**src/port_pin_defs.vh**
```
`ifndef PORT_PIN_DEFS_VH
`define PORT_PIN_DEFS_VH
// Register byte addresses (printed offsets not all multiples of four: index * 4)
`define IDX_PULLUP 8'hec
`define IDX_EDGE 8'hee
`define IDX_IRQ_ENABLE 8'hed
`define IDX_P1_MODE 8'hf2
`define IDX_IRQ_STATUS 8'hf3
`define IDX_IRQ_CLEAR 8'hf4
`define IDX_IRQ_MASK 8'hf5
`define IDX_P0_DATA_OUT 8'hf6
`define IDX_P1_DATA_OUT 8'hf7
`define IDX_PIN_STATE 8'hf8
`define ADDR_PULLUP 12'h3b0
`define ADDR_EDGE 12'h3b8
`define ADDR_IRQ_ENABLE 12'h3b4
`define ADDR_P1_MODE 12'h3c8
`define ADDR_IRQ_STATUS 12'h3cc
`define ADDR_IRQ_CLEAR 12'h3d0
`define ADDR_IRQ_MASK 12'h3d4
`define ADDR_P0_DATA_OUT 12'h3d8
`define ADDR_P1_DATA_OUT 12'h3dc
`define ADDR_PIN_STATE 12'h3e0
// Reset values
`define RST_NIBBLE 4'h0
`define RST_P1_MODE 8'h00
// Mode field encodings
`define MODE_INPUT 2'b00
`define MODE_PUSH_PULL 2'b01
`define MODE_OPEN_DRAIN 2'b10
`define MODE_ANALOG 2'b11
`endif

```
**src/port_pin_pullup_edge_config.v**
```verilog
// Implementation choice: the APB register port.
`timescale 1ns/100ps
`include "port_pin_defs.vh"

// How it works
// [RL1] Pull-up bit one connects that pin's resistor
// [RL2] Upper nibble unused, reads zero, resets zero
// [RL3] Edge bit: zero falling, one rising
// [RL4] Two-bit mode per second-port pin; 00 input
// [RL5] 01 push-pull, 10 open-drain drives low only
// [RL6] 11 hands pin to converter, driver off
// [RL7] Interrupt raised only for enabled first-port pins
// [RL8] Synchronise pins, compare samples, one-cycle request
module port_pin_pullup_edge_config (
  // APB slave
  input wire pclk,
  input wire presetn,
  input wire psel,
  input wire penable,
  input wire pwrite,
  input wire [11:0] paddr,
  input wire [31:0] pwdata,
  output reg [31:0] prdata,
  output reg pready,
  output reg pslverr,
  // First port pins
  input wire [3:0] first_port_in,
  output reg [3:0] first_port_out,
  output reg [3:0] first_port_oe,
  output reg [3:0] first_port_pullup,
  output reg [3:0] edge_request,
  // Second port pins
  input wire [3:0] second_port_in,
  output reg [3:0] second_port_out,
  output reg [3:0] second_port_oe,
  output reg [3:0] converter_input_select,
  // Interrupt
  output reg irq
);

////////////////////////////////////////////////////////////////////////////////
// Registers

reg [3:0] port0_pullup_enable;
reg [3:0] port0_interrupt_edge_select;
reg [3:0] port0_interrupt_enable;
reg [7:0] port1_pin_mode_control;
reg [3:0] irq_status;
reg [3:0] irq_mask;
reg [3:0] p0_data_out;
reg [3:0] p1_data_out;
reg [3:0] p0_sync1;
reg [3:0] p0_sync2;
reg [3:0] p0_sync3;
reg [3:0] p1_sync1;
reg [3:0] p1_sync2;
reg [3:0] p1_sync3;
reg [3:0] p0_level;
reg [3:0] p1_level;
wire [3:0] next_edge;
reg [31:0] next_rdata;
reg next_err;
wire [3:0] next_status;
wire [3:0] next_second_out;
wire [3:0] next_second_oe;
wire [3:0] next_converter_select;
wire setup = psel & ~penable;
wire wr_take = psel & penable & pready & pwrite & ~pslverr;
wire [3:0] clr_mask;
// One write strobe per writable word; unmapped, status and pin-state writes raise none
wire wr_pullup;
wire wr_edge;
wire wr_irq_enable;
wire wr_p1_mode;
wire wr_irq_clear;
wire wr_irq_mask;
wire wr_p0_data_out;
wire wr_p1_data_out;

assign wr_pullup = wr_take & (paddr == `ADDR_PULLUP);
assign wr_edge = wr_take & (paddr == `ADDR_EDGE);
assign wr_irq_enable = wr_take & (paddr == `ADDR_IRQ_ENABLE);
assign wr_p1_mode = wr_take & (paddr == `ADDR_P1_MODE);
assign wr_irq_clear = wr_take & (paddr == `ADDR_IRQ_CLEAR);
assign wr_irq_mask = wr_take & (paddr == `ADDR_IRQ_MASK);
assign wr_p0_data_out = wr_take & (paddr == `ADDR_P0_DATA_OUT);
assign wr_p1_data_out = wr_take & (paddr == `ADDR_P1_DATA_OUT);
assign clr_mask = wr_irq_clear ? pwdata[3:0] : 4'h0;
// Set beats clear when both land in one cycle
assign next_status = (irq_status & ~clr_mask) | edge_request;

////////////////////////////////////////////////////////////////////////////////
// Bus decode: one wait-free access phase, unmapped addresses answer pslverr

always @* begin
  next_err = 1'b0;
  next_rdata = 32'h00000000;
  case (paddr)
    `ADDR_PULLUP: next_rdata = {28'h0000000, port0_pullup_enable}; // [RL2]
    `ADDR_EDGE: next_rdata = {28'h0000000, port0_interrupt_edge_select}; // [RL2]
    `ADDR_IRQ_ENABLE: next_rdata = {28'h0000000, port0_interrupt_enable};
    `ADDR_P1_MODE: next_rdata = {24'h000000, port1_pin_mode_control};
    `ADDR_IRQ_STATUS: next_rdata = {28'h0000000, irq_status};
    `ADDR_IRQ_CLEAR: next_rdata = 32'h00000000;
    `ADDR_IRQ_MASK: next_rdata = {28'h0000000, irq_mask};
    `ADDR_P0_DATA_OUT: next_rdata = {28'h0000000, p0_data_out};
    `ADDR_P1_DATA_OUT: next_rdata = {28'h0000000, p1_data_out};
    `ADDR_PIN_STATE: next_rdata = {24'h000000, p1_level, p0_level};
    default: next_err = 1'b1;
  endcase
end

// Every setup is answered in the next cycle: no wait states
always @(posedge pclk or negedge presetn) begin
  if (!presetn) begin
    pready <= 1'b0;
  end else begin
    pready <= setup;
  end
end

// pslverr flags an unmapped word; the write is then ignored
always @(posedge pclk or negedge presetn) begin
  if (!presetn) begin
    pslverr <= 1'b0;
  end else begin
    pslverr <= setup & next_err;
  end
end

always @(posedge pclk or negedge presetn) begin
  if (!presetn) begin
    prdata <= 32'h00000000;
  end else begin
    prdata <= (setup && !pwrite) ? next_rdata : 32'h00000000;
  end
end

// Only the low nibble is stored; upper bits of the word are dropped
always @(posedge pclk or negedge presetn) begin
  if (!presetn) begin
    port0_pullup_enable <= `RST_NIBBLE; // [RL2]
  end else if (wr_pullup) begin
    port0_pullup_enable <= pwdata[3:0]; // [RL1] [RL2]
  end
end

always @(posedge pclk or negedge presetn) begin
  if (!presetn) begin
    port0_interrupt_edge_select <= `RST_NIBBLE; // [RL2]
  end else if (wr_edge) begin
    port0_interrupt_edge_select <= pwdata[3:0]; // [RL2] [RL3]
  end
end

always @(posedge pclk or negedge presetn) begin
  if (!presetn) begin
    port0_interrupt_enable <= `RST_NIBBLE;
  end else if (wr_irq_enable) begin
    port0_interrupt_enable <= pwdata[3:0]; // [RL7]
  end
end

// Mode word is a full byte: four two-bit fields
always @(posedge pclk or negedge presetn) begin
  if (!presetn) begin
    port1_pin_mode_control <= `RST_P1_MODE;
  end else if (wr_p1_mode) begin
    port1_pin_mode_control <= pwdata[7:0]; // [RL4]
  end
end

always @(posedge pclk or negedge presetn) begin
  if (!presetn) begin
    irq_mask <= `RST_NIBBLE;
  end else if (wr_irq_mask) begin
    irq_mask <= pwdata[3:0];
  end
end

always @(posedge pclk or negedge presetn) begin
  if (!presetn) begin
    p0_data_out <= `RST_NIBBLE;
  end else if (wr_p0_data_out) begin
    p0_data_out <= pwdata[3:0];
  end
end

// Second-port data only reaches pins in the two output modes
always @(posedge pclk or negedge presetn) begin
  if (!presetn) begin
    p1_data_out <= `RST_NIBBLE;
  end else if (wr_p1_data_out) begin
    p1_data_out <= pwdata[3:0];
  end
end

////////////////////////////////////////////////////////////////////////////////
// Pin synchronisers; a level counts once stages two and three agree

always @(posedge pclk or negedge presetn) begin
  if (!presetn) begin
    p0_sync1 <= 4'h0;
    p0_sync2 <= 4'h0;
    p0_sync3 <= 4'h0;
    p0_level <= 4'h0;
  end else begin
    p0_sync1 <= first_port_in; // [RL8]
    p0_sync2 <= p0_sync1;
    p0_sync3 <= p0_sync2;
    p0_level <= (p0_sync2 & p0_sync3) | (p0_level & (p0_sync2 ^ p0_sync3));
  end
end

// Second-port levels only feed the pin-state register
always @(posedge pclk or negedge presetn) begin
  if (!presetn) begin
    p1_sync1 <= 4'h0;
    p1_sync2 <= 4'h0;
    p1_sync3 <= 4'h0;
    p1_level <= 4'h0;
  end else begin
    p1_sync1 <= second_port_in;
    p1_sync2 <= p1_sync1;
    p1_sync3 <= p1_sync2;
    p1_level <= (p1_sync2 & p1_sync3) | (p1_level & (p1_sync2 ^ p1_sync3));
  end
end

////////////////////////////////////////////////////////////////////////////////
// Per-pin edge detect for the first port

genvar i;
generate
  for (i = 0; i < 4; i = i + 1) begin : g_pin
    wire agreed = p0_sync2[i] & p0_sync3[i];
    wire agreed_low = ~p0_sync2[i] & ~p0_sync3[i];
    // Rising picks the low-to-high change, falling the reverse
    wire rise = agreed & ~p0_level[i];
    wire fall = agreed_low & p0_level[i];
    // Edge judged on the filtered level so a glitch of one sample is ignored
    assign next_edge[i] = port0_interrupt_edge_select[i] ? rise : fall; // [RL3] [RL8]
  end
endgenerate

////////////////////////////////////////////////////////////////////////////////
// Second-port mode decode, one copy per pin

generate
  for (i = 0; i < 4; i = i + 1) begin : g_mode
    wire [1:0] mode = port1_pin_mode_control[2*i +: 2]; // [RL4]
    wire is_push_pull = (mode == `MODE_PUSH_PULL);
    wire is_open_drain = (mode == `MODE_OPEN_DRAIN);
    wire is_analog = (mode == `MODE_ANALOG);
    // Input mode matches none of these, so the driver stays off
    assign next_second_out[i] = is_push_pull & p1_data_out[i]; // [RL4] [RL5]
    // Open drain only ever turns the driver on to pull low
    assign next_second_oe[i] = is_push_pull | (is_open_drain & ~p1_data_out[i]); // [RL5] [RL6]
    assign next_converter_select[i] = is_analog; // [RL6]
  end
endgenerate

////////////////////////////////////////////////////////////////////////////////
// Edge requests, sticky status and the interrupt line

// Masked per pin so a disabled pin never reaches status
always @(posedge pclk or negedge presetn) begin
  if (!presetn) begin
    edge_request <= 4'h0;
  end else begin
    edge_request <= next_edge & port0_interrupt_enable; // [RL7] [RL8]
  end
end

// Sticky until software writes a one to the clear word
always @(posedge pclk or negedge presetn) begin
  if (!presetn) begin
    irq_status <= 4'h0;
  end else begin
    irq_status <= next_status;
  end
end

// Registered from the next status so the line rises with the status bit
always @(posedge pclk or negedge presetn) begin
  if (!presetn) begin
    irq <= 1'b0;
  end else begin
    irq <= |(next_status & irq_mask); // [RL7]
  end
end

////////////////////////////////////////////////////////////////////////////////
// Pin drivers, all registered so no decode glitch reaches a pad

always @(posedge pclk or negedge presetn) begin
  if (!presetn) begin
    first_port_pullup <= 4'h0;
  end else begin
    first_port_pullup <= port0_pullup_enable; // [RL1]
  end
end

always @(posedge pclk or negedge presetn) begin
  if (!presetn) begin
    first_port_out <= 4'h0;
  end else begin
    first_port_out <= p0_data_out;
  end
end

// First port is input only here; its driver is never enabled
always @(posedge pclk or negedge presetn) begin
  if (!presetn) begin
    first_port_oe <= 4'h0;
  end else begin
    first_port_oe <= 4'h0;
  end
end

always @(posedge pclk or negedge presetn) begin
  if (!presetn) begin
    second_port_out <= 4'h0;
  end else begin
    second_port_out <= next_second_out; // [RL5]
  end
end

// Output enable high while the pin is driven
always @(posedge pclk or negedge presetn) begin
  if (!presetn) begin
    second_port_oe <= 4'h0;
  end else begin
    second_port_oe <= next_second_oe; // [RL5] [RL6]
  end
end

// Analogue mode also keeps the driver off, see the enable above
always @(posedge pclk or negedge presetn) begin
  if (!presetn) begin
    converter_input_select <= 4'h0;
  end else begin
    converter_input_select <= next_converter_select; // [RL6]
  end
end

endmodule // port_pin_pullup_edge_config

```
**config.mk**
```make
export PLATFORM = sky130hd
export DESIGN_NAME = port_pin_pullup_edge_config
export DESIGN_NICKNAME = d
export VERILOG_FILES = /design/src/port_pin_pullup_edge_config.v
export VERILOG_INCLUDE_DIRS = /design/src
export SDC_FILE = /design/constraint.sdc
export NUM_CORES = 1
export LEC_CHECK = 0
export BUFFER_PORTS_ARGS = -buffer_cell sky130_fd_sc_hd__buf_4
export CAP_MARGIN = 20
export CORE_AREA = 3 3 96 98
export CTS_BUF_LIST = sky130_fd_sc_hd__clkbuf_8
export DETAILED_ROUTE_END_ITERATION = 8
export DIE_AREA = 0 0 99 101
export PLACE_DENSITY = 0.83
export SLEW_MARGIN = 20
export SYNTH_ARGS = -nofsm -noshare
export SYNTH_HDL_FRONTEND = slang
export SYNTH_SLANG_ARGS = --single-unit
```
**constraint.sdc**
```tcl
create_clock -name pclk -period 2.13 [get_ports pclk]
set_clock_uncertainty 0.2 [all_clocks]
set_input_delay 0.3195 -clock pclk [delete_from_list [all_inputs] [get_ports pclk]]
set_output_delay 0.3195 -clock pclk [all_outputs]
set_load 0.02 [all_outputs]
```
; ---- Word level (Yosys, flattened, before mapping)
; Index checks and enable logic that the tools add are counted.
[op_classes]
add_sub_neg = 0
multipliers = 0
div_mod_pow = 0
n_lt_le_gt_ge = 0
eq_ne = 22
n_shift = 0
muxes = 8
bitwise = 73
reduce_logical = 4
[op_table]
columns = operator, n
row1 = $eq A12 B10 Y1 const B, 10
row2 = $pmux W8 S9, 1
row3 = $and A1 B1 Y1, 38
row4 = $mux W32, 1
row5 = $and A4 B4 Y4, 7
row6 = $not A1 Y1, 18
row7 = $eq A2 B2 Y1 const B, 8
row8 = $or A4 B4 Y4, 3
row9 = $reduce_or A10 Y1, 1
row10 = $eq A2 B1 Y1 const B, 4
row11 = $xor A4 B4 Y4, 2
row12 = $mux W1, 5
row13 = $mux W4, 1
row14 = $not A4 Y4, 1
row15 = $or A1 B1 Y1, 4
row16 = $reduce_or A4 Y1, 1
row17 = $logic_and A1 B1 Y1, 1
row18 = $logic_not A1 Y1, 1
[word_totals]
register_bits = 127
latch_bits = 0
ram_bits = 0
romBits = 0
out_inout_bits = 63
elab_cells = 133
mem_count = 0

; ---- Longest topological paths before layout
; Gate-level depths: netlist (run 1).
[depth]
depth_word = 11
mapped_depth = 6
ltp_nobuf = 5

; ---- Worst setup path before layout (run 1)
; No wires, ideal clock.
[synth_path]
path_kind = input -> register
from = input paddr[2]
to = register irq
setup_time_ps = 139
arrival_time_ps = 1746
required_ps = 1791
path_slack_ps = 46
stages = 5
n_path_buf = 1
cell_sequence = buf_6 -> or4_4 -> nor2_4 -> a41oi_1 -> or4_1
[synth_between]
elab_chain_cells = 8
[synth_rtl]
columns = element, line
row1 = start: declaration, port_pin_pullup_edge_config.v:21  ; input wire [11:0] paddr,
row2 = $eq A12 B10 Y1, --
row3 = $and A1 B1 Y1, port_pin_pullup_edge_config.v:84  ; assign wr_irq_clear = wr_take & (paddr == `ADDR_IRQ_CLEAR);
row4 = $mux W4, port_pin_pullup_edge_config.v:88  ; assign clr_mask = wr_irq_clear ? pwdata[3:0] : 4'h0;
row5 = $not A4 Y4, port_pin_pullup_edge_config.v:90  ; assign next_status = (irq_status & ~clr_mask) | edge_request;
row6 = $and A4 B4 Y4, port_pin_pullup_edge_config.v:90
row7 = $or A4 B4 Y4, port_pin_pullup_edge_config.v:90
row8 = $and A4 B4 Y4, port_pin_pullup_edge_config.v:289  ; irq <= |(next_status & irq_mask);
row9 = $reduce_or A4 Y1, port_pin_pullup_edge_config.v:289
row10 = end signal: assignment, port_pin_pullup_edge_config.v:289
row11 = end: declaration, port_pin_pullup_edge_config.v:38  ; output reg irq
; Every way passes these cells.
; A chain may end at the register's enable or synchronous reset.

; ---- Final worst setup path (run 1)
[layout_path]
from = register pslverr
to = register irq
[layout_between]
elab_chain_cells = 9
[layout_rtl]
columns = element, line
row1 = start: declaration, port_pin_pullup_edge_config.v:25  ; output reg pslverr,
row2 = start signal: assignment, port_pin_pullup_edge_config.v:127  ; pslverr <= setup & next_err;
row3 = $not A1 Y1, port_pin_pullup_edge_config.v:68  ; wire wr_take = psel & penable & pready & pwrite & ~pslverr;
row4 = $and A1 B1 Y1, port_pin_pullup_edge_config.v:68
row5 = $and A1 B1 Y1, port_pin_pullup_edge_config.v:84
row6 = $mux W4, port_pin_pullup_edge_config.v:88
row7 = $not A4 Y4, port_pin_pullup_edge_config.v:90
row8 = $and A4 B4 Y4, port_pin_pullup_edge_config.v:90
row9 = $or A4 B4 Y4, port_pin_pullup_edge_config.v:90
row10 = $and A4 B4 Y4, port_pin_pullup_edge_config.v:289
row11 = $reduce_or A4 Y1, port_pin_pullup_edge_config.v:289
; Every way passes these cells.

==> impl_metrics.ini, run 1 <==
[timing]
maxSlewViolCount = 0
finalHoldViolCount = 0
fin_crit_sh = 0.957
fmax_mhz = 491
rsz0062_at_grt = false
slew_headroom = 0.646
hold_slack_ns = 0.0531
fin_ws_ns = 0.0925
period_needed_ns = 2.04
worst_pin_slew_ns = 0.531
setup_tns_ns = 0
setup-violations-final = 0

[power_and_ir_drop]
power_leakage_nw = 2.81
p_seq_frac = 0.586
power.density_mw_per_mm2 = 628
pwr-share-clk = 0.329
power_frac_comb = 0.085
intPower_mw = 2.55
peakVddDrop_mv = 0.411
sw_frac_of_total = 0.261
power.switching_uw = 902

[floorplanning]
start_util = 0.528
ios = 120
rows = 34
dieArea_sq_mm = 0.0100
fp.dieH_um = 101
fp.coreArea_sq_mm = 0.00855
die_w_um = 99

[outcome]
status = complete, no violations

[worst_setup_path]
arrival_ns = 2.08
cp-start-kind = register
r2r_start = pslverr$_DFF_PN0_
cp-end-kind = register
setup.worst_path.start = pslverr$_DFF_PN0_
critPathRequiredTime_ns = 2.17
path_max_fanout = 8
criticalPathCategory = reg -> reg

[logic_synthesis]
ys_types = 47
synthCells = 358
ys_ff_latch = 103
ys.warnings.count = 0
synthFlopType = dfrtp_1
yosysSeqAreaShare = 0.571
synth_top_area_share = 0.571
postSynth.asyncResetShare = 1.00
synth_top_cells_by_count = dfrtp_1, mux2_2, buf_4
synth_edf_count = 0
syn_area_per_cell_sq_um = 12.6
synth_area_sq_mm = 0.00451
yosysTopAreaCell = dfrtp_1
ys_top_cells_by_area = dfrtp_1, mux2_2, buf_4, ha_1, a21o_1
synth_most_common_cell = dfrtp_1

[placement]
place_area_sq_mm = 0.00518
portBuffers = 67
dpl.hpwl_um = 6750
gp_congestion = 0.937
preCtsSetupSlack_ns = -0.182

[detailed_routing]
drc_errors = 0
ant_nets = 0
drtIter0Drc = 187
post_drt_via_cell_ratio = 5.45
wirelength_um = 9250
num_vias = 3131
drt-pass1-iter-count = 4
routedWlPerCell_um = 16.1

[global_routing]
antenna_found_initial = 0
grt_pass1_vias = 3051
grt_usage = 0.196
grt_max_degree = 42
grt_overflow_total = 0
grt_pass1_wl_um = 15200

[final_layout]
drive_above_1_share = 0.328
layout_top_registers = port1_pin_mode_control: 8 flops, prdata: 8 flops
finalInstanceArea_sq_mm = 0.00550
nNetsFinal = 531
n_antenna_cell = 0
area_growth_pct = 21.9

[clock_tree]
cts_tree = built
cts_root_buf = clkbuf_8
clock_latency_ns = 0.37
cts.clk_slew.worst_paths_ns = 0.10
cts_htree_levels = 3
post_cts_resized = 0
clockBufferDepth = 2
cts_made_buffers = 9
clkSinkCount = 103

[hold_path]
hp-start = psel
hold_class = in -> reg

[job]
drv_cap = 0
-- logic make-up after synthesis --
kind of cell,count (synthesis),synth area share
adders and majority gates,12,0.0333
AOI/OAI and AO/OA,52,0.0843
DFF,103,0.571
buffers and inverters,53,0.0696
and+or+nand+nor,89,0.123
other,1,0.000831
muxes,48,0.118
-- worst max-delay path: stages (launching register included) --
cell     delay (ns)
dfrtp_1        0.39
and4b_1        0.29
and4_1         0.37
a41oi_1        0.15
or4_1          0.52
-- stage by stage --
step	total power, mW	cells	util
detailed placement	2.34	545	0.606
CTS	3.48	575	0.643
floorplan	2.23	385	-
global route	3.61	575	0.643
global placement	2.33	545	0.606
finish	3.45	575	0.643
-- layout by cell type (no fill, tap or decap), types with 2 or more instances in the layout --
master           n
a21o_1          16
a31oi_1          5
a32o_1           2
a32oi_1          6
a41oi_1          3
and2_1           8
and3b_1          4
and4_1           2
and4b_1          2
buf_4           90
clkbuf_8         9
clkinv_4         2
conb_1          28
dfrtp_1        103
dlygate4sd3_1   14
ha_1            12
inv_1           14
inv_6            3
mux2_2          41
mux2i_1          7
nand2_1         16
nand2b_1         3
nand3_1          6
nand3b_1         5
nand4_1          8
nor2_1          12
nor2b_1          5
nor3_1           3
nor3b_1          4
nor4_2           3
o21ai_0         10
o22a_1           2
o2bb2ai_1        3
-- power groups by stage --
| stage | sequential (mW) | clock [mW] | combinational, mW |
|---|---|---|---|
| after global routing | 2.03 | 1.25 | 0.329 |
| after floorplan | 2.06 | 0 | 0.169 |
| after detailed placement | 2.06 | 0 | 0.275 |
| after global placement | 2.06 | 0 | 0.266 |
| after CTS | 2.02 | 1.16 | 0.297 |
| final | 2.02 | 1.14 | 0.295 |
-- routing by layer --
| metal | vias to the layer above | part of all wire | global-route usage |
|---|---|---|---|
| met1 | 1567 | 0.42 | 0.262 |
| met3 | 22 | 0.058 | 0.0388 |
| met2 | 109 | 0.50 | 0.320 |
| li1 | 1433 | - | - |
| met5 | - | 0 | 0 |
| met4 | 0 | 0.019 | 0.0662 |
-- path summary, 6_finish.rpt --
check	end	slack (ns)	depth (start not counted)
min in group asynchronous	port1_pin_mode_control[4]$_DFFE_PN0P_	0.25	2
min	pready$_DFF_PN0_	0.05	2
max reg2reg	irq$_DFF_PN0_	0.09	4
max in group asynchronous	p0_sync1[1]$_DFF_PN0_	0.80	3
max	irq$_DFF_PN0_	0.09	4
min reg2reg	p1_sync2[2]$_DFF_PN0_	0.16	0
-- cell type report --
type / count / area (sq um)
clock buffer: 9 / 124
clock inverter: 7 / 55.1
fill: 663 / 3050
inverter: 14 / 52.6
multi-input combinational: 229 / 1720
sequential: 103 / 2580
tap: 108 / 135
timing repair buffer: 105 / 836
-- what timing repair did --
item	4_1_cts	5_1_grt
hold endpoints to repair	49	0
setup endpoints to repair	0	0
hold buffers	14	0
buffers inserted	0	0
No activity file was read; power rests on OpenSTA's default activity.
==> run 2: changes to the inputs <==
--- a/config.mk
+++ b/config.mk
@@ -6,6 +6,7 @@
 export SDC_FILE = /design/constraint.sdc
 export NUM_CORES = 1
 export LEC_CHECK = 0
+export ABC_AREA = 1
 export BUFFER_PORTS_ARGS = -buffer_cell sky130_fd_sc_hd__buf_4
 export CAP_MARGIN = 20
 export CORE_AREA = 3 3 96 98
==> constraint.sdc (replaced) <==
create_clock -name pclk -period 2.13 [get_ports pclk]
set_clock_uncertainty 0.2 [all_clocks]
set_input_delay 0.3195 -clock pclk [delete_from_list [all_inputs] [get_ports pclk]]
set_output_delay 0.3195 -clock pclk [all_outputs]
set_load 0.005 [all_outputs]
==> run 2 against run 1 <==
Net effect: final cell count rose by 19%; worst hold slack got worse by 0.043 ns; utilization fell by 1.5 points; sequential power barely moved; clock power barely moved; global-route usage rose by 0.66 points; synthesized cell count rose by 34%; total power fell by 0.72%; critical path depth rose by 4; design area fell by 2.3%; first-iteration DRC count fell by 48%; critical endpoint is now port0_interrupt_enable[0]$_DFFE_PN0P_; largest cell class unchanged; highest routed layer unchanged.
==> impl_metrics.ini, run 2 <==
[logic_synthesis]
ys.warnings.count = 0
ys_top_cells_by_area = dfrtp_1, nand2_1, inv_1, buf_4, ha_1
synth_top_cells_by_count = nand2_1, dfrtp_1, inv_1
synthFlopType = dfrtp_1
ys_ff_latch = 103
ys_types = 25
synth_area_sq_mm = 0.00449
synth_most_common_cell = nand2_1
yosysTopAreaCell = dfrtp_1
yosysSeqAreaShare = 0.573
synthCells = 481
postSynth.asyncResetShare = 1.00
synth_top_area_share = 0.573
synth_edf_count = 0
syn_area_per_cell_sq_um = 9.34

[clock_tree]
cts_hold_buf = 12
post_cts_resized = 0
cts_root_buf = clkbuf_8
post_cts_buffers = 0
cts_made_buffers = 9
cts.clk_slew.worst_paths_ns = 0.09
clockBufferDepth = 2
clock_latency_ns = 0.37
cts_tree = built
cts_htree_levels = 3
clkSinkCount = 103

[detailed_routing]
drc_errors = 0
drt-pass1-iter-count = 5
num_vias = 3383
dr_wl_met2_um = 4690
drtIter0Drc = 97
met1_length_um = 3990
ant_nets = 0
wirelength_um = 9600
post_drt_via_cell_ratio = 4.92
met3WireLength_um = 743
top_layer_used = met4
routedWlPerCell_um = 14.0

[timing]
rsz0062_at_grt = false
maxSlewViolCount = 0
period_needed_ns = 1.85
fin_crit_sh = 0.871
fin_ws_ns = 0.276
setup_tns_ns = 0
fmax_mhz = 539
finalHoldViolCount = 0
hold_slack_ns = 0.00962
setup-violations-final = 0

[power_and_ir_drop]
p_total_mw = 3.43
power_leakage_nw = 2.85
peakVddDrop_mv = 0.392
power.density_mw_per_mm2 = 638

[floorplanning]
die_w_um = 99
fp.coreArea_sq_mm = 0.00855
fp.dieH_um = 101
dieArea_sq_mm = 0.0100
ios = 120
rows = 34
start_util = 0.526

[worst_setup_path]
cp-start-kind = input port
path_max_fanout = 11
arrival_ns = 1.89
cp_cell_sequence = dlygate4sd3_1 > buf_4 > nand3_1 > nor2_2 > buf_4 > nand2_1 > nand2_1 > o21ai_0
criticalPathCategory = in -> reg
cp-end-kind = register
critPathRequiredTime_ns = 2.17
slowest_stage = dlygate4sd3_1
critical-path-max-stage-delay_ns = 0.52

[final_layout]
fillCellCount = 706
regArea_sq_mm = 0.00258
drive_above_1_share = 0.214
post-route-util = 0.629
n_antenna_cell = 0
area_growth_pct = 19.6
final_common_cell = nand2_1
layout_top_registers = port1_pin_mode_control: 8 flops, prdata: 8 flops
nNetsFinal = 643
multiInputGateArea_sq_mm = 0.00155
final_cell_mix = nand2_1, dfrtp_1, buf_4

[job]
drv_cap = 0

[hold_path]
hold_class = in -> reg

[global_routing]
antenna_found_initial = 0
grt_overflow_total = 0
grt_usage = 0.202
grt_pass1_vias = 3295
grt_max_degree = 37
grt_pass1_wl_um = 15700

[outcome]
status = complete, no violations

[placement]
preCtsSetupSlack_ns = 0.206
gp_congestion = 0.952
portBuffers = 67
dpl.hpwl_um = 7230
run 2: critical path: cells and delay by family:
| family | cells | cell delay, ns |
|---|---|---|
| buf+inv | 3 | 0.88 |
| simple gates | 4 | 0.59 |
| compound gates | 1 | 0.09 |
run 2: worst paths after layout:
path | start | end | slack (ns) | depth (start not counted)
hold reg to reg | p0_sync1[2]$_DFF_PN0_ | p0_sync2[2]$_DFF_PN0_ | 0.16 | 0
setup / recovery | penable | port0_interrupt_enable[0]$_DFFE_PN0P_ | 0.28 | 8
min in group asynchronous | presetn | p1_sync3[2]$_DFF_PN0_ | 0.24 | 2
hold / removal | pwdata[6] | port1_pin_mode_control[6]$_DFFE_PN0P_ | 0.01 | 3
setup reg to reg | pslverr$_DFF_PN0_ | port0_interrupt_enable[0]$_DFFE_PN0P_ | 0.41 | 7
max in group asynchronous | presetn | prdata[0]$_DFF_PN0_ | 0.90 | 3
run 2: power by group:
group,total (mW),switching (mW),internal [mW]
Clock,1.17,0.636,0.537
Combinational,0.229,0.133,0.0968
Sequential,2.03,0.0305,2.00
Total,3.43,0.799,2.63
run 2: logic make-up (layout without fill, tap and decap cells):
family / count (synthesis) / in the layout / share of synthesized area
AOI/OAI and AO/OA: 50 / 50 / 0.0635
and+or+nand+nor: 221 / 221 / 0.225
adders and majority gates: 12 / 12 / 0.0334
other: 1 / 28 / 0.000834
DFF: 103 / 103 / 0.573
buffers and inverters: 94 / 165 / 0.104
run 2: final cells by class:
cell class / count / share of cell area
timing repair buffer: 85 / 0.127
tap: 108 / 0.0251
clock inverter: 7 / 0.0126
sequential: 103 / 0.479
inverter: 64 / 0.0449
clock buffer: 9 / 0.0230
multi-input combinational: 311 / 0.288
run 2: through the flow:
step,cell area (sq um),std cells
after global routing,5380,687
after CTS,5380,687
after floorplan,4600,508
after detailed placement,5060,659
after global placement,5060,659
final,5380,687
run 2: routing by layer:
metal / GRT usage / vias up
met3: 0.0554 / 19
met4: 0.0536 / 0
li1: - / 1632
met5: 0 / -
met1: 0.261 / 1599
met2: 0.339 / 133
